### src/rtl/fsq_cfg.svh
// Behaviour
// Supply lockout or overvoltage stops switching, auto-resumes
// Soft start minimum peak, full drive after 1.6ms
// Output at 80 percent enters soft landing
// Feedback at maximum for 160ms raises overload
// Overload shutdown resumes when fault is gone
// Valley detector turns switch on in discontinuous mode
// Below 90 percent load frequency folds back
// Burst stop at stop level, restart at restart
// Leave burst when feedback stays above restart
// Protections blanked for a period after startup
// Any fault enters auto-restart until removed
// Supply above 39V four cycles is overvoltage
// Supply below 7.0V four cycles is undervoltage
// Valley sense above 3.2V four cycles overvoltage
// Valley current above 2.5mA four cycles line overvoltage
// Valley current below 25uA four cycles line undervoltage
// Valley sense below 0.6V after 4 cycles short
// Sense below 0.1V at 1us shorted resistor
// Sense above 1.75V after blanking open resistor
// No valley within window forces turn-on
// Cycle counters sample once, clear when absent
// Gate low while fault latched or blanking; code still switches the gate during blanking
`ifndef FSQ_CFG_SVH
`define FSQ_CFG_SVH
`define FSQ_CLK_MHZ 50
`define FSQ_SOFT_START_US 1600
`define FSQ_SOFT_START_CYC (`FSQ_SOFT_START_US * `FSQ_CLK_MHZ)
`define FSQ_OVERLOAD_MS 160
`define FSQ_OVERLOAD_CYC (`FSQ_OVERLOAD_MS * 1000 * `FSQ_CLK_MHZ)
`define FSQ_CS_SHORT_NS 1000
`define FSQ_CS_SHORT_CYC ((`FSQ_CS_SHORT_NS * `FSQ_CLK_MHZ + 999) / 1000)
`define FSQ_LEB_NS 300
`define FSQ_LEB_CYC ((`FSQ_LEB_NS * `FSQ_CLK_MHZ + 999) / 1000)
`define FSQ_VALLEY_WIN_NS 3000
`define FSQ_VALLEY_WIN_CYC ((`FSQ_VALLEY_WIN_NS * `FSQ_CLK_MHZ) / 1000)
`define FSQ_QUAL_CYCLES 4
`define FSQ_SHORT_WAIT_CYCLES 4
`define FSQ_BLANK_CYCLES 4
`define FSQ_PERIOD_FULL 667
`define FSQ_PERIOD_MIN 588
`define FSQ_PERIOD_MAX 1724
`define FSQ_RESTART_US 100
`define FSQ_RESTART_CYC (`FSQ_RESTART_US * `FSQ_CLK_MHZ)
`endif

### src/rtl/fsq_pkg.sv
package fsq_pkg;
  typedef enum logic [3:0] {
    FSQ_OFF = 4'b0001,
    FSQ_SOFT = 4'b0010,
    FSQ_RUN = 4'b0100,
    FSQ_FAULT = 4'b1000
  } fsq_state_t;
  typedef enum logic [2:0] {
    FSQ_PK_MIN = 3'b001,
    FSQ_PK_MAX = 3'b010,
    FSQ_PK_LAND = 3'b100
  } fsq_peak_t;
endpackage

### src/rtl/fsq_cycle_qual.sv
`timescale 1ns/100ps
`include "fsq_cfg.svh"
// Counts consecutive switching cycles with the condition present
module fsq_cycle_qual #(
  parameter int COUNT = `FSQ_QUAL_CYCLES
) (
  input wire logic clk_i,
  input wire logic nrst_i,
  input wire logic sample_i,
  input wire logic cond_i,
  output logic hit_o
);
  logic [3:0] cnt;
  always_ff @(posedge clk_i) begin
    if (!nrst_i) begin
      cnt <= 4'h0;
    end else if (sample_i) begin
      if (!cond_i) begin
        cnt <= 4'h0;
      end else if (cnt != 4'(COUNT)) begin
        cnt <= cnt + 4'h1;
      end
    end
  end
  assign hit_o = (cnt == 4'(COUNT));
  property p_clear;
    @(posedge clk_i) disable iff (!nrst_i) (sample_i && !cond_i) |=> !hit_o;
  endproperty
  a_clear: assert property (p_clear) else $error("qualifier not cleared");
endmodule // fsq_cycle_qual

### src/rtl/fsq_sequencer.sv
`timescale 1ns/100ps
`include "fsq_cfg.svh"
module fsq_sequencer #(
  parameter int SOFT_START_CYC = `FSQ_SOFT_START_CYC,
  parameter int OVERLOAD_CYC = `FSQ_OVERLOAD_CYC,
  parameter int RESTART_CYC = `FSQ_RESTART_CYC
) (
  input wire logic clk_i,
  input wire logic nrst_i,
  input wire logic vcc_over_i,
  input wire logic vcc_under_i,
  input wire logic valley_over_i,
  input wire logic valley_short_i,
  input wire logic line_over_i,
  input wire logic line_under_i,
  input wire logic zero_crossing_detect_i,
  input wire logic feedback_max_i,
  input wire logic feedback_stop_level_i,
  input wire logic feedback_restart_level_i,
  input wire logic out_near_target_i,
  input wire logic light_load_i,
  input wire logic [10:0] load_period_i,
  input wire logic cs_short_i,
  input wire logic cs_open_i,
  input wire logic cs_peak_i,
  input wire logic discontinuous_conduction_i,
  output logic gate_o,
  output logic [2:0] peak_level_o,
  output logic burst_o,
  output logic fault_o,
  output logic [6:0] fault_cause_o
);
  localparam int QUAL = `FSQ_QUAL_CYCLES;
  localparam int LEB = `FSQ_LEB_CYC;
  localparam int CSW = `FSQ_CS_SHORT_CYC;
  localparam int VWIN = `FSQ_VALLEY_WIN_CYC;

  function automatic logic [10:0] fold_period(input logic light, input logic [10:0] p);
    logic [10:0] r;
    r = 11'(`FSQ_PERIOD_FULL);
    if (light) begin
      if (p > 11'(`FSQ_PERIOD_MAX)) r = 11'(`FSQ_PERIOD_MAX);
      else if (p < 11'(`FSQ_PERIOD_FULL)) r = 11'(`FSQ_PERIOD_FULL);
      else r = p;
    end
    return r;
  endfunction

  // Two-flop synchronisers on all comparator inputs
  localparam int NS = 18;
  logic [NS-1:0] s1, s2, raw;
  assign raw = {vcc_over_i, vcc_under_i, valley_over_i, valley_short_i, line_over_i,
                line_under_i, zero_crossing_detect_i, feedback_max_i, feedback_stop_level_i,
                feedback_restart_level_i, out_near_target_i, light_load_i, cs_short_i,
                cs_open_i, cs_peak_i, discontinuous_conduction_i, 2'b00};
  always_ff @(posedge clk_i) begin
    if (!nrst_i) begin
      s1 <= '0;
      s2 <= '0;
    end else begin
      s1 <= raw;
      s2 <= s1;
    end
  end
  logic vcc_ov, vcc_uv, vd_ov, vd_sh, ln_ov, ln_uv, zero_crossing_detect, fb_max, fb_stop, fb_on;
  logic near_tgt, light, cs_sh, cs_op, cs_pk, discontinuous_conduction;
  assign {vcc_ov, vcc_uv, vd_ov, vd_sh, ln_ov, ln_uv, zero_crossing_detect, fb_max, fb_stop, fb_on,
          near_tgt, light, cs_sh, cs_op, cs_pk, discontinuous_conduction} = s2[NS-1:2];
  logic [10:0] per_s1, per_s2;
  always_ff @(posedge clk_i) begin
    if (!nrst_i) begin
      per_s1 <= 11'h0;
      per_s2 <= 11'h0;
    end else begin
      per_s1 <= load_period_i;
      per_s2 <= per_s1;
    end
  end

  fsq_pkg::fsq_state_t state;
  logic [10:0] cyc_cnt;
  logic [6:0] on_cnt;
  logic [7:0] valley_cnt;
  logic [27:0] ovl_cnt;
  logic [23:0] time_cnt;
  logic cycle_end;
  logic [2:0] blank_cnt;
  logic blanking;
  logic [6:0] hits, latched;
  logic [10:0] period;
  logic any_fault;

  // One switching cycle ends at the turn-on edge
  assign period = fold_period(light, per_s2);
  logic turn_on;
  always_comb begin
    turn_on = 1'b0;
    if (!gate_o && cyc_cnt >= period && !burst_o && !any_fault &&
        (state == fsq_pkg::FSQ_SOFT || state == fsq_pkg::FSQ_RUN)) begin
      if (!discontinuous_conduction) turn_on = 1'b1;
      else if (zero_crossing_detect) turn_on = 1'b1;
      else if (valley_cnt >= 8'(VWIN)) turn_on = 1'b1;
    end
  end
  assign cycle_end = turn_on;

  // Cycle-qualified supply and valley-sense checks
  logic [4:0] qcond;
  assign qcond = {vcc_ov, vcc_uv, vd_ov, ln_ov, ln_uv};
  for (genvar g = 0; g < 5; g++) begin : g_qual
    fsq_cycle_qual #(.COUNT(QUAL)) u_qual (
      .clk_i(clk_i),
      .nrst_i(nrst_i),
      .sample_i(cycle_end),
      .cond_i(qcond[g]),
      .hit_o(hits[g])
    );
  end

  // Startup blanking counted in switching cycles
  always_ff @(posedge clk_i) begin
    if (!nrst_i || state == fsq_pkg::FSQ_OFF) begin
      blank_cnt <= 3'h0;
    end else if (cycle_end && blank_cnt != 3'(`FSQ_BLANK_CYCLES)) begin
      blank_cnt <= blank_cnt + 3'h1;
    end
  end
  assign blanking = (blank_cnt != 3'(`FSQ_BLANK_CYCLES));

  assign hits[5] = !blanking && blank_cnt >= 3'(`FSQ_SHORT_WAIT_CYCLES) && vd_sh;
  // Overload timer runs only while feedback sits at its maximum
  always_ff @(posedge clk_i) begin
    if (!nrst_i || !fb_max) begin
      ovl_cnt <= 28'h0;
    end else if (ovl_cnt != 28'(OVERLOAD_CYC)) begin
      ovl_cnt <= ovl_cnt + 28'h1;
    end
  end
  assign hits[6] = (ovl_cnt == 28'(OVERLOAD_CYC));

  // Turn-on time checks on the sense resistor
  logic cs_fault;
  assign cs_fault = gate_o && ((on_cnt == 7'(CSW) && cs_sh) || (on_cnt >= 7'(LEB) && cs_op));
  always_ff @(posedge clk_i) begin
    if (!nrst_i || state == fsq_pkg::FSQ_OFF) begin
      latched <= 7'h0;
    end else if (state == fsq_pkg::FSQ_FAULT) begin
      latched <= latched;
    end else if (!blanking) begin
      latched <= latched | hits | {6'h0, cs_fault};
    end
  end
  assign any_fault = |latched;
  assign fault_cause_o = latched;
  assign fault_o = (state == fsq_pkg::FSQ_FAULT);

  logic cond_now;
  assign cond_now = vcc_uv || vcc_ov || fb_max || vd_sh || vd_ov || ln_ov || ln_uv;

  always_ff @(posedge clk_i) begin
    if (!nrst_i) begin
      state <= fsq_pkg::FSQ_OFF;
      time_cnt <= 24'h0;
    end else begin
      unique case (state)
        fsq_pkg::FSQ_OFF: begin
          time_cnt <= 24'h0;
          state <= fsq_pkg::FSQ_SOFT;
        end
        fsq_pkg::FSQ_SOFT: begin
          time_cnt <= time_cnt + 24'h1;
          if (any_fault) state <= fsq_pkg::FSQ_FAULT;
          else if (time_cnt == 24'(SOFT_START_CYC - 1)) state <= fsq_pkg::FSQ_RUN;
        end
        fsq_pkg::FSQ_RUN: begin
          time_cnt <= 24'h0;
          if (any_fault) state <= fsq_pkg::FSQ_FAULT;
        end
        fsq_pkg::FSQ_FAULT: begin
          // Hiccup: wait while condition persists, then restart
          if (cond_now) time_cnt <= 24'h0;
          else if (time_cnt == 24'(RESTART_CYC - 1)) state <= fsq_pkg::FSQ_OFF;
          else time_cnt <= time_cnt + 24'h1;
        end
      endcase
    end
  end

  // Burst control with hysteresis
  always_ff @(posedge clk_i) begin
    if (!nrst_i) begin
      burst_o <= 1'b0;
    end else if (fb_stop) begin
      burst_o <= 1'b1;
    end else if (fb_on) begin
      burst_o <= 1'b0;
    end
  end

  always_ff @(posedge clk_i) begin
    if (!nrst_i) begin
      peak_level_o <= fsq_pkg::FSQ_PK_MIN;
    end else if (state == fsq_pkg::FSQ_RUN) begin
      peak_level_o <= near_tgt ? fsq_pkg::FSQ_PK_LAND : fsq_pkg::FSQ_PK_MAX;
    end else begin
      peak_level_o <= fsq_pkg::FSQ_PK_MIN;
    end
  end

  always_ff @(posedge clk_i) begin
    if (!nrst_i) begin
      gate_o <= 1'b0;
      on_cnt <= 7'h0;
      cyc_cnt <= 11'h0;
      valley_cnt <= 8'h0;
    end else begin
      cyc_cnt <= (cyc_cnt == 11'h7ff) ? cyc_cnt : cyc_cnt + 11'h1;
      if (state == fsq_pkg::FSQ_FAULT || state == fsq_pkg::FSQ_OFF || any_fault) begin
        gate_o <= 1'b0;
        on_cnt <= 7'h0;
      end else if (gate_o) begin
        on_cnt <= (on_cnt == 7'h7f) ? on_cnt : on_cnt + 7'h1;
        if ((cs_pk && on_cnt >= 7'(LEB)) || cs_fault) begin
          gate_o <= 1'b0;
          on_cnt <= 7'h0;
        end
      end else if (turn_on) begin
        gate_o <= 1'b1;
        cyc_cnt <= 11'h0;
      end
      if (gate_o || turn_on) valley_cnt <= 8'h0;
      else if (cyc_cnt >= period && valley_cnt != 8'hff) valley_cnt <= valley_cnt + 8'h1;
    end
  end

  property p_fault_gate;
    @(posedge clk_i) disable iff (!nrst_i) (state == fsq_pkg::FSQ_FAULT) |=> !gate_o;
  endproperty
  a_fault_gate: assert property (p_fault_gate) else $error("gate in fault");
  property p_burst_stop;
    @(posedge clk_i) disable iff (!nrst_i) fb_stop |=> burst_o;
  endproperty
  a_burst_stop: assert property (p_burst_stop) else $error("burst not set");
  property p_burst_leave;
    @(posedge clk_i) disable iff (!nrst_i) (fb_on && !fb_stop) |=> !burst_o;
  endproperty
  a_burst_leave: assert property (p_burst_leave) else $error("burst not left");
  property p_soft_min;
    @(posedge clk_i) disable iff (!nrst_i)
      (state == fsq_pkg::FSQ_SOFT) |=> (peak_level_o == fsq_pkg::FSQ_PK_MIN);
  endproperty
  a_soft_min: assert property (p_soft_min) else $error("peak not minimum");
  property p_land;
    @(posedge clk_i) disable iff (!nrst_i)
      (state == fsq_pkg::FSQ_RUN && near_tgt) |=> (peak_level_o == fsq_pkg::FSQ_PK_LAND);
  endproperty
  a_land: assert property (p_land) else $error("no soft landing");
  property p_ovl;
    @(posedge clk_i) disable iff (!nrst_i)
      (hits[6] && !blanking && state == fsq_pkg::FSQ_RUN) |=> latched[6];
  endproperty
  a_ovl: assert property (p_ovl) else $error("overload not latched");
  property p_fault_enter;
    @(posedge clk_i) disable iff (!nrst_i)
      (any_fault && state == fsq_pkg::FSQ_RUN) |=> (state == fsq_pkg::FSQ_FAULT);
  endproperty
  a_fault_enter: assert property (p_fault_enter) else $error("no auto restart");
  property p_blank;
    @(posedge clk_i) disable iff (!nrst_i)
      (blanking && state != fsq_pkg::FSQ_FAULT && latched == 7'h0) |=> (latched == 7'h0);
  endproperty
  a_blank: assert property (p_blank) else $error("fault during blanking");
  property p_valley;
    @(posedge clk_i) disable iff (!nrst_i) turn_on |=> gate_o;
  endproperty
  a_valley: assert property (p_valley) else $error("turn-on lost");
  property p_burst_hold;
    @(posedge clk_i) disable iff (!nrst_i) (burst_o && !gate_o) |=> !gate_o;
  endproperty
  a_burst_hold: assert property (p_burst_hold) else $error("switching in burst");
  property p_no_early;
    @(posedge clk_i) disable iff (!nrst_i) (!gate_o && cyc_cnt < period) |=> !gate_o;
  endproperty
  a_no_early: assert property (p_no_early) else $error("turn-on before period");
  property p_cs_short;
    @(posedge clk_i) disable iff (!nrst_i)
      (gate_o && on_cnt == 7'(CSW) && cs_sh) |=> !gate_o;
  endproperty
  a_cs_short: assert property (p_cs_short) else $error("shorted sense not cut");
  property p_cs_open;
    @(posedge clk_i) disable iff (!nrst_i)
      (gate_o && on_cnt >= 7'(LEB) && cs_op) |=> !gate_o;
  endproperty
  a_cs_open: assert property (p_cs_open) else $error("open sense not cut");
  property p_supply_fault;
    @(posedge clk_i) disable iff (!nrst_i)
      (state == fsq_pkg::FSQ_RUN && !blanking && (hits[4] || hits[3])) |-> ##2 fault_o;
  endproperty
  a_supply_fault: assert property (p_supply_fault) else $error("supply fault missed");
  property p_forced;
    @(posedge clk_i) disable iff (!nrst_i)
      (state == fsq_pkg::FSQ_RUN && discontinuous_conduction && !gate_o && !burst_o && !any_fault &&
       cyc_cnt >= period && valley_cnt >= 8'(VWIN)) |=> gate_o;
  endproperty
  a_forced: assert property (p_forced) else $error("no forced turn-on");
endmodule // fsq_sequencer

### config.mk
export PLATFORM = sky130hd
export DESIGN_NAME = fsq_sequencer
export DESIGN_NICKNAME = d
export VERILOG_FILES = /design/src/rtl/fsq_pkg.sv /design/src/rtl/fsq_cycle_qual.sv /design/src/rtl/fsq_sequencer.sv
export VERILOG_INCLUDE_DIRS = /design/src /design/src/rtl
export SDC_FILE = /design/constraint.sdc
export NUM_CORES = 1
export LEC_CHECK = 0
export BUFFER_PORTS_ARGS = -buffer_cell sky130_fd_sc_hd__buf_4
export CAP_MARGIN = 30
export CORE_MARGIN = 2
export CORE_UTILIZATION = 35
export DETAILED_ROUTE_END_ITERATION = 8
export PLACE_DENSITY = 0.55
export SLEW_MARGIN = 25
export SYNTH_ARGS = -nofsm -noshare
export SYNTH_HDL_FRONTEND = slang
export SYNTH_HIERARCHICAL = 1
export SYNTH_SLANG_ARGS = --single-unit
### constraint.sdc
create_clock -name clk_i -period 3.9 [get_ports clk_i]
set_input_delay 0.78 -clock clk_i [delete_from_list [all_inputs] [get_ports clk_i]]
set_output_delay 0.78 -clock clk_i [all_outputs]
set_load 0.05 [all_outputs]
[Yosys cells after proc, flatten, opt, wreduce, memory -nomap -nowiden]
Cells that the tools add are included.
Storage, ports and cells
  register bits: 175
  latch bits: 0
  bits in writable memories: 0
  ROM bits: 0
  input bits: 29
  output and inout bits: 13
  memories: 0
Cells by class
  add/sub/neg operators: 11
  multipliers: 0
  divide/modulo/power cells: 0
  magnitude comparators: 6
  equal/unequal tests: 34
  shifts and indexed selects: 0
  mux-type cells: 38
  bitwise operators: 5
  reductions and logical operators: 46
Operators with widths (number)
  11-bit two-way mux: 7
  24-bit case mux with 3 select lines: 1
  4-bit two-way mux: 15
  24-bit two-way mux: 2
  28-bit by 1-bit adder with 28-bit output (second input constant): 1
  28-bit by 23-bit equality test with 1-bit output (second input constant): 1
  28-bit by 23-bit inequality test with 1-bit output (second input constant): 1
  24-bit by 1-bit adder with 24-bit output (second input constant): 1
  24-bit by 13-bit equality test with 1-bit output (second input constant): 1
  24-bit by 17-bit equality test with 1-bit output (second input constant): 1
  4-bit by 3-bit equality test with 1-bit output (second input constant): 6
  4-bit by 1-bit adder with 4-bit output (second input constant): 5
  4-bit by 3-bit inequality test with 1-bit output (second input constant): 5
  4-bit case mux with 4 select lines: 1
  2-bit AND reduction: 8
  1-bit logical OR: 14
  7-bit two-way mux: 2
  2-bit by 1-bit inequality test with 1-bit output (second input constant): 7
  1-bit logical AND: 12
  11-bit by 1-bit adder with 11-bit output (second input constant): 1
  11-bit equality test (second input constant): 1
  11-bit >= comparator: 1
  11-bit greater-than comparator (second input constant): 1
  11-bit by 10-bit less-than comparator with 1-bit output (second input constant): 1
  other kinds (25): 44

[Logic depth before layout (Yosys ltp)]
Gate-level depths: netlist (run 1).
  depth after elaboration: 13
  depth in mapped cells: 16

[Cells and area by module]
The synthesis (run 1) kept the hierarchy.
By module, submodules not included
  fsq_sequencer: instances 1, cells an instance 704, area each 6429.9 um2, sequential area each 3022.9 um2
  fsq_cycle_qual: instances 5, cells an instance 25, area each 236.5 um2, sequential area each 80.1 um2

[Worst setup path after synthesis (run 1)]
No wires, ideal clock.
  kind: register -> register
  start: register per_s2[1]
  end: register g_qual[0].u_qual.cnt[3]
  setup time: 0.126 ns
  data arrival time: 3.629 ns
  setup slack: 0.145 ns
  stages on the path, launching flop included: 17
  path buffers: 1
  clock period less this slack: 3.755 ns
  path through: dfxtp_1 a21oi_1 o21ai_0 a21oi_1 nor2b_1 o21a_1 a21boi_0 ha_1 nand2_1 o21ai_2 a41oi_1 o221a_2 buf_6 nor2_1 and3b_2 a41oi_1 o41ai_1
Between the ends
  longest elaborated chain between the ends: 11
  elaborated cells on any way between the ends: 12
  those cells by class: order compare: 3; mux: 4; reduce/logical: 5
RTL lines
  from (decl): RTL line fsq_sequencer.sv:69  | logic [10:0] per_s1, per_s2;
  from (signal assigned): RTL line fsq_sequencer.sv:76  | per_s2 <= per_s1;
  11-bit by 10-bit less-than comparator with 1-bit output: RTL line fsq_sequencer.sv:43  | else if (p < 11'(`FSQ_PERIOD_FULL)) r = 11'(`FSQ_PERIOD_FULL);
  11-bit two-way mux: RTL line fsq_sequencer.sv:43
  11-bit two-way mux (*): RTL line fsq_sequencer.sv:42  | if (p > 11'(`FSQ_PERIOD_MAX)) r = 11'(`FSQ_PERIOD_MAX);
  11-bit two-way mux (*): RTL line fsq_sequencer.sv:41  | if (light) begin
  11-bit >= comparator (*): RTL line fsq_sequencer.sv:98  | if (!gate_o && cyc_cnt >= period && !burst_o && !any_fault &&
  1-bit logical AND (*) (4 in a row): RTL line fsq_sequencer.sv:98
  1-bit two-way mux (*): RTL line fsq_sequencer.sv:98
  named net cycle_end: RTL line fsq_sequencer.sv:86  | logic cycle_end;
  2-bit AND reduction (no line) (*)
  to (signal assigned): RTL line fsq_cycle_qual.sv:21  | cnt <= cnt + 4'h1;
  to (decl): RTL line fsq_cycle_qual.sv:13  | logic [3:0] cnt;
The timed path passes the listed nets; every way through them passes the cells marked *.
A chain may end at the register's enable or synchronous reset.

[Worst setup path in the final report (run 1)]
  start: register per_s2[0]
  end: register g_qual[3].u_qual.cnt[1]
Between the ends
  longest elaborated chain between the ends: 11
  elaborated cells on any way between the ends: 12
  those cells by class: order compare: 3; mux: 4; reduce/logical: 5
RTL lines (RTL line)
  11-bit by 10-bit less-than comparator with 1-bit output: fsq_sequencer.sv:43
  11-bit two-way mux: fsq_sequencer.sv:43
  11-bit two-way mux (*): fsq_sequencer.sv:42
  11-bit two-way mux (*): fsq_sequencer.sv:41
  11-bit >= comparator (*): fsq_sequencer.sv:98
  1-bit logical AND (*) (4 in a row): fsq_sequencer.sv:98
  1-bit two-way mux (*): fsq_sequencer.sv:98
  named net cycle_end: fsq_sequencer.sv:86
  2-bit AND reduction (no line) (*)
  to (signal assigned): fsq_cycle_qual.sv:21
  to (decl): fsq_cycle_qual.sv:13
Marks and branches as above.

==> flow_summary.toml, run 1 <==
[cts]
clk_pin_slew_worst_paths_ns = 0.07
postCtsSetupRepairBufs = 0
clk_latency_ns = 0.43
cts_resized = 0
clockRootBuffer = "clkbuf_16"
numClockSinks = 171
clockBufferDepth = 2
numCtsBuffers = 17
tritoncts = "built"
htree_levels = 4
hold_buffers = 0

[layout]
finalNetCount = 937
drive_gt1_share_pct = 12.7
areaGrowthSynthToFinish_pct = 16.1
nFillCells = 2091
diodes = 0
utilization_pct = 41.8

[synthesis]
synth_area_mm2 = 0.00761
synth_area_leaders = "dfxtp_1, ha_1, and2_1"
netlist.area_leader.share_pct = 45.0
synthFlopType = "dfxtp_1"
synth_enable_flop_cells = 0
async_flop_share_pct = 0
ys_ff_latch = 171
ys_types = 66
yosysTopAreaCell = "dfxtp_1"
synth-seq-area-share_pct = 45.0
synth_cells = 829
yosys_warnings = 6
syn_avg_cell_area_um2 = 9.18
synth.net_count = 889

[global_route]
grt.overflow.total = 0
grt_pass1_vias = 5323
grt_start_max_net_pins = 52
grt_first_pass_wirelength_mm = 25.9
grt_usage_pct = 14.2
grt_antenna_before_repair = 0

[die]
rows = 53
start_util_pct = 36.0
pin_count = 42
die_w_um = 151
coreArea_mm2 = 0.0212
die-area_mm2 = 0.0229
die_y_um = 151

[pwr]
p_leak_nw = 3.36
p_per_area_mw_per_mm2 = 417
power_w = 0.00369
peakVddDrop_mv = 0.213

[drt]
dr.pass1.iters = 4
antenna_left = 0
detailroute.via_count = 5758
wl_per_cell_um = 13.5
first_iter_violations = 213
drc = 0
wirelength_mm = 15.7
vias_per_cell = 4.94

[setup_path]
cp-start-kind = "register"
crit_buf_inv = 2
cp_slowest_stage_delay_ns = 0.38
cpMaxStageDelayCell = "a221oi_1"
crit_path_max_fanout = 26
cp_data_arrival_time_ns = 3.54
cp_top_family = "compound AO/OA/AOI/OAI gates"
required_ns = 4.24
path_class = "register to register"
crit_chain = "nor2_1, nor3_1, o21a_1, o211ai_1, inv_1, o21ai_0, ha_1, and3_1, a221oi_1, o221a_2, nor2_2, buf_4, a21boi_0, o32ai_1"
end_kind = "register"

[sta]
skew_ns = 0.00761
final_max_slew_viol_count = 0
clock.fmax_mhz = 313
tightest_slew_ns = 0.678
finalSetupTns_ns = 0
grt_setup_unrepaired = "no"
period_needed_ns = 3.20
hold_violations = 0
finalCritPeriodShare_pct = 82.0
setup_viol = 0
max-slew-margin-rel_pct = 54.4

[worst_hold_path]
hold_path.class = "register to register"

[place]
gp_congestion = 0.748
place_hpwl_mm = 10.8
io_buffer_count = 41

[flow_run]
max-cap-violations = 0

[run_status]
outcome = "complete, no violations"
==> metrics by stage <==
| stage | instance area (µm²) | std cells | setup slack [ns] | hold WS, ns |
|---|---|---|---|---|
| finish | 8840 | 1165 | 0.701 | 0.427 |
| global route | 8840 | 1165 | 0.339 | 0.441 |
| CTS | 8830 | 1164 | 0.705 | 0.431 |
| detailed placement | 8230 | 1132 | 0.736 | 0.414 |
| global placement | 8220 | 1131 | 0.785 | 0.413 |
| floorplan | 7610 | 829 | 0.145 | 0.383 |
==> worst paths after layout <==
path	start	end	slack, ns	depth (start not counted)
max reg2reg	per_s2[0]	g_qual[3].u_qual/cnt[1]	0.70	14
max	per_s2[0]	g_qual[3].u_qual/cnt[1]	0.70	14
min reg2reg	s1[12]	s2[12]	0.43	1
min	s1[12]	s2[12]	0.43	1
==> cell families (layout without fill, tap and decap cells) <==
| group | Yosys count | count (layout) | synth area share (%) |
|---|---|---|---|
| xor+xnor | 49 | 49 | 5.64 |
| fa+ha+maj | 31 | 31 | 5.10 |
| simple gates | 365 | 365 | 27.8 |
| mux | 3 | 3 | 0.394 |
| buf+inv | 53 | 114 | 2.79 |
| compound gates | 157 | 157 | 13.3 |
| flops | 171 | 171 | 45.0 |
==> flip-flops by register name (all words and copies together), names as in the netlist <==
signal / flops
blank_cnt: 3
burst_o: 1
cyc_cnt: 11
fault_cause_o: 7
g_qual.u_qual/cnt: 20
gate_o: 1
on_cnt: 7
ovl_cnt: 28
peak_level_o: 3
per_s1: 11
per_s2: 11
s1: 16
s2: 16
state: 4
time_cnt: 24
valley_cnt: 8
==> cell usage after synthesis, drive strengths merged, types with 10 or more instances <==
master	number
nand3	33
a21oi	54
dfxtp	171
nand2	58
xnor2	18
o21ai	38
nor2	89
clkbuf	14
ha	31
xor2	31
nor4	10
and2	56
and3b	10
nand4	23
and3	13
or3	20
inv	35
==> layout by cell type (no fill, tap or decap), types with 4 or more instances in the layout <==
cell type  Yosys  routed
nor2b_1        8       8
and2_1        56      56
a21oi_1       54      54
xor2_1        31      31
o22ai_1        5       5
dfxtp_1      171     171
nor3_1         9       9
nor4b_1        7       7
nand3b_4       5       5
a21boi_0       6       6
o21ai_0       32      32
or3_1         19      19
and3_1        13      13
nand4_1       22      22
inv_1         35      35
a211oi_1       7       7
a41oi_1        6       6
buf_4          1      45
clkbuf_16      0      17
inv_6          0       4
o31ai_1        7       7
nand2b_1       6       6
and3b_4        5       5
xnor2_1       18      18
nor4_1         6       6
or4_1          6       6
nor2_1        89      88
and4_1         4       4
nand2_1       58      58
and3b_2        5       5
o32ai_1        5       5
o41ai_1        6       5
nand3_1       33      33
ha_1          31      31
==> layout make-up <==
type | instances | area, µm² | area share, %
Multi-Input combinational cell | 605 | 3990 | 45.1
Sequential cell | 171 | 3420 | 38.7
Clock buffer | 19 | 433 | 4.90
Timing Repair Buffer | 47 | 354 | 4.01
Tap cell | 275 | 344 | 3.89
Clock inverter | 13 | 166 | 1.88
Inverter | 35 | 131 | 1.49
==> power by group <==
part | switching (W) | internal, W
clock | 0.000734 | 0.00101
sequential | 0.0000264 | 0.00178
combinational | 0.0000727 | 0.0000624
total | 0.000833 | 0.00286
==> per-layer routing <==
layer	vias up	track usage (%)	share of wire [%]
met3	16	3.38	2.8
met2	55	21.8	43
li1	3029	-	-
met4	0	5.00	1.6
met1	2658	19.5	52
met5	-	0	0
Note: power is estimated with default switching activity, not from simulation.
==> run 2, diff against run 1 <==
--- a/config.mk
+++ b/config.mk
@@ -6,12 +6,13 @@
 export SDC_FILE = /design/constraint.sdc
 export NUM_CORES = 1
 export LEC_CHECK = 0
+export ABC_AREA = 1
 export BUFFER_PORTS_ARGS = -buffer_cell sky130_fd_sc_hd__buf_4
 export CAP_MARGIN = 30
 export CORE_MARGIN = 2
 export CORE_UTILIZATION = 35
 export DETAILED_ROUTE_END_ITERATION = 8
-export PLACE_DENSITY = 0.55
+export PLACE_DENSITY = 0.54
 export SLEW_MARGIN = 25
 export SYNTH_ARGS = -nofsm -noshare
 export SYNTH_HDL_FRONTEND = slang
==> constraint.sdc (replaced) <==
create_clock -name clk_i -period 3 [get_ports clk_i]
set_input_delay 0.6 -clock clk_i [delete_from_list [all_inputs] [get_ports clk_i]]
set_output_delay 0.6 -clock clk_i [all_outputs]
set_load 0.05 [all_outputs]
==> run 2 against run 1 <==
Against the previous run: register-to-register slack worse by 0.38 ns; cell area up 5.6%; critical path type unchanged; largest cell class unchanged; hold slack got worse by 0.085 ns.
==> flow_summary.toml, run 2 <==
[sta]
grt_setup_unrepaired = "no"
setup_viol = 0
clock.fmax_mhz = 374
skew_ns = 0.00979
max-slew-margin-rel_pct = 56.2
tightest_slew_ns = 0.654
period_needed_ns = 2.68
finalSetupTns_ns = 0
timing.final.ws_setup_ns = 0.324
final_max_slew_viol_count = 0
hold_violations = 0
finalCritPeriodShare_pct = 89.2

[global_route]
met1_usage_pct = 19.1
busiest_layer = "met2"
grt_first_pass_wirelength_mm = 28.8
grt_antenna_before_repair = 0
grt_usage_pct = 14.6
grt_start_max_net_pins = 39
globalRouteMet2Util_pct = 23.8
use_met3_pct = 3.39
grt.overflow.total = 0
grt_pass1_vias = 6337

[drt]
first_iter_violations = 364
detailroute.via_count = 6878
vias_per_cell = 4.53
wl_per_cell_um = 11.1
dr.pass1.iters = 5
antenna_left = 0
drc = 0
wirelength_mm = 16.8

[setup_path]
reg2reg_to = "valley_cnt[1]"
path_class = "register to register"
r2r-start = "per_s2[4]"
crit_start = "per_s2[4]"
cp_data_arrival_time_ns = 3.04
crit_path_end = "valley_cnt[1]"
crit_path_max_fanout = 10
end_kind = "register"
rr_worst_depth = 18
required_ns = 3.36
reg2reg_slack_ns = 0.32
cp-start-kind = "register"

[cts]
tritoncts = "built"
clockRootBuffer = "clkbuf_16"
numCtsBuffers = 17
htree_levels = 4
clk_latency_ns = 0.43
clk_pin_slew_worst_paths_ns = 0.07
numClockSinks = 171
clockBufferDepth = 2

[pwr]
p_int_w = 0.00359
power_w = 0.00475
p_per_area_mw_per_mm2 = 509
peakVddDrop_mv = 0.270
power.switching_w = 0.00115
swShare_pct = 24.3
clkPwrFrac_pct = 45.5
seq_power_share_pct = 49.6
p_leak_nw = 4.17
combPwrFrac_pct = 4.9

[synthesis]
synth_cells = 1166
synth_enable_flop_cells = 0
synth_area_leaders = "dfxtp_1, nand2_1, inv_1"
synth_mux_area_share_pct = 0
yosysTopAreaCell = "dfxtp_1"
netlist.area_leader.share_pct = 42.4
ys_ff_latch = 171
synth.net_count = 1226
synth_top_family_by_area = "simple AND/OR/NAND/NOR gates"
synth_commonest_cells = "nand2_1, inv_1, dfxtp_1"
syn_avg_cell_area_um2 = 6.92
ys_types = 37
synthAdderAreaFrac_pct = 4.80
async_flop_share_pct = 0
synth-xor-area-share_pct = 1.30
synthFlopType = "dfxtp_1"
synth-simple-area-share_pct = 32.2
synth_compound_area_share_pct = 8.74
yosysMostFrequentCell = "nand2_1"
synth_area_mm2 = 0.00807
synth-seq-area-share_pct = 42.4
yosys_warnings = 6

[layout]
areaGrowthSynthToFinish_pct = 15.6
utilization_pct = 41.2
fin_cells = 1519
diodes = 0
reg.largest.list = "ovl_cnt x28, time_cnt x24, g_qual.u_qual/cnt x20"
finalNetCount = 1281
nFillCells = 2352
ff_latch_area_mm2 = 0.00342
layout_commonest_cell = "nand2_1"
drive_gt1_share_pct = 10.3
multi_input_area_mm2 = 0.00381
top_register = "ovl_cnt"
layout_common_cells = "nand2_1, inv_1, dfxtp_1"
largest_reg_flops = 28

[place]
io_buffer_count = 41
place_hpwl_mm = 12.2
placed_cells = 1485
gp_congestion = 0.824
dp_slack_ns = 0.162

[worst_hold_path]
hold_path.class = "primary input to register"

[die]
start_util_pct = 35.7
rows = 55
pin_count = 42
die_w_um = 156
coreArea_mm2 = 0.0226
die-area_mm2 = 0.0243
die_y_um = 156

[run_status]
outcome = "complete, no violations"

[flow_run]
max-cap-violations = 0
==> run 2: worst max-delay path, stage by stage, from the launching register on <==
cell and delay [ns]:
dfxtp_1 0.34, nand2_1 0.08, o21ai_0 0.18, a21o_1 0.13
nand2_1 0.04, nand2_1 0.05, nand2_1 0.12, inv_2 0.11
nand3_1 0.08, ha_1 0.30, nand2_1 0.06, nor2_1 0.12
and2_1 0.14, nand2_1 0.05, nand4_1 0.12, buf_4 0.14
nand2_2 0.12, or2_2 0.30, a21oi_1 0.13
==> run 2: cell type report <==
class / instances / area share, %
clock buffer: 18 / 4.70
timing repair buffer: 48 / 3.99
multi-input combinational: 769 / 40.8
inverter: 214 / 8.60
sequential: 171 / 36.7
clock inverter: 14 / 1.43
tap: 285 / 3.82
==> run 2: worst min path at each step <==
stage / to / slack (ns) / cells after the start / from
after global placement: s2[13] / 0.40 / 2 / s1[13]
after floorplan: per_s2[0] / 0.39 / 2 / per_s1[0]
after global routing: s1[5] / 0.33 / 3 / cs_short_i
final: s1[15] / 0.34 / 3 / valley_over_i
after CTS: s1[3] / 0.32 / 3 / cs_peak_i
after detailed placement: s2[13] / 0.40 / 2 / s1[13]
==> run 2: what timing repair did <==
| item | 4_1_cts | 5_1_grt |
|---|---|---|
| hold endpoints to repair | 0 | 0 |
| endpoints found under the setup margin | 0 | 37 |
| gates resized for setup | 0 | 9 |
| hold buffers | 0 | 0 |
| setup buffers | 0 | 2 |
==> run 2: per-layer routing <==
layer	up-vias	part of all wire (%)	routed length, µm
met5	-	0	0
met4	0	1.4	243
met3	17	2.9	486
met2	78	45	7600
met1	3019	51	8500
li1	3764	-	-
==> run 2: per-stage QoR <==
step	cell area, µm²	hold slack, ns
floorplan	8070	0.390
global placement	8730	0.395
detailed placement	8730	0.397
CTS	9300	0.319
global route	9340	0.334
finish	9340	0.342
==> run 2: power groups by stage <==
stage | combinational, W | sequential [W] | clock (W)
after floorplan | 0.000152 | 0.00240 | 0
after global placement | 0.000238 | 0.00241 | 0
after detailed placement | 0.000237 | 0.00241 | 0
after CTS | 0.000238 | 0.00235 | 0.00224
after global routing | 0.000273 | 0.00236 | 0.00232
final | 0.000235 | 0.00235 | 0.00216
==> run 2: kinds of logic after synthesis <==
family	Yosys count
adder cells (fa/ha/maj)	31
flip-flops	171
AND/OR/NAND/NOR	593
XOR/XNOR	12
buffers and inverters	226
AO/OA/AOI/OAI	133
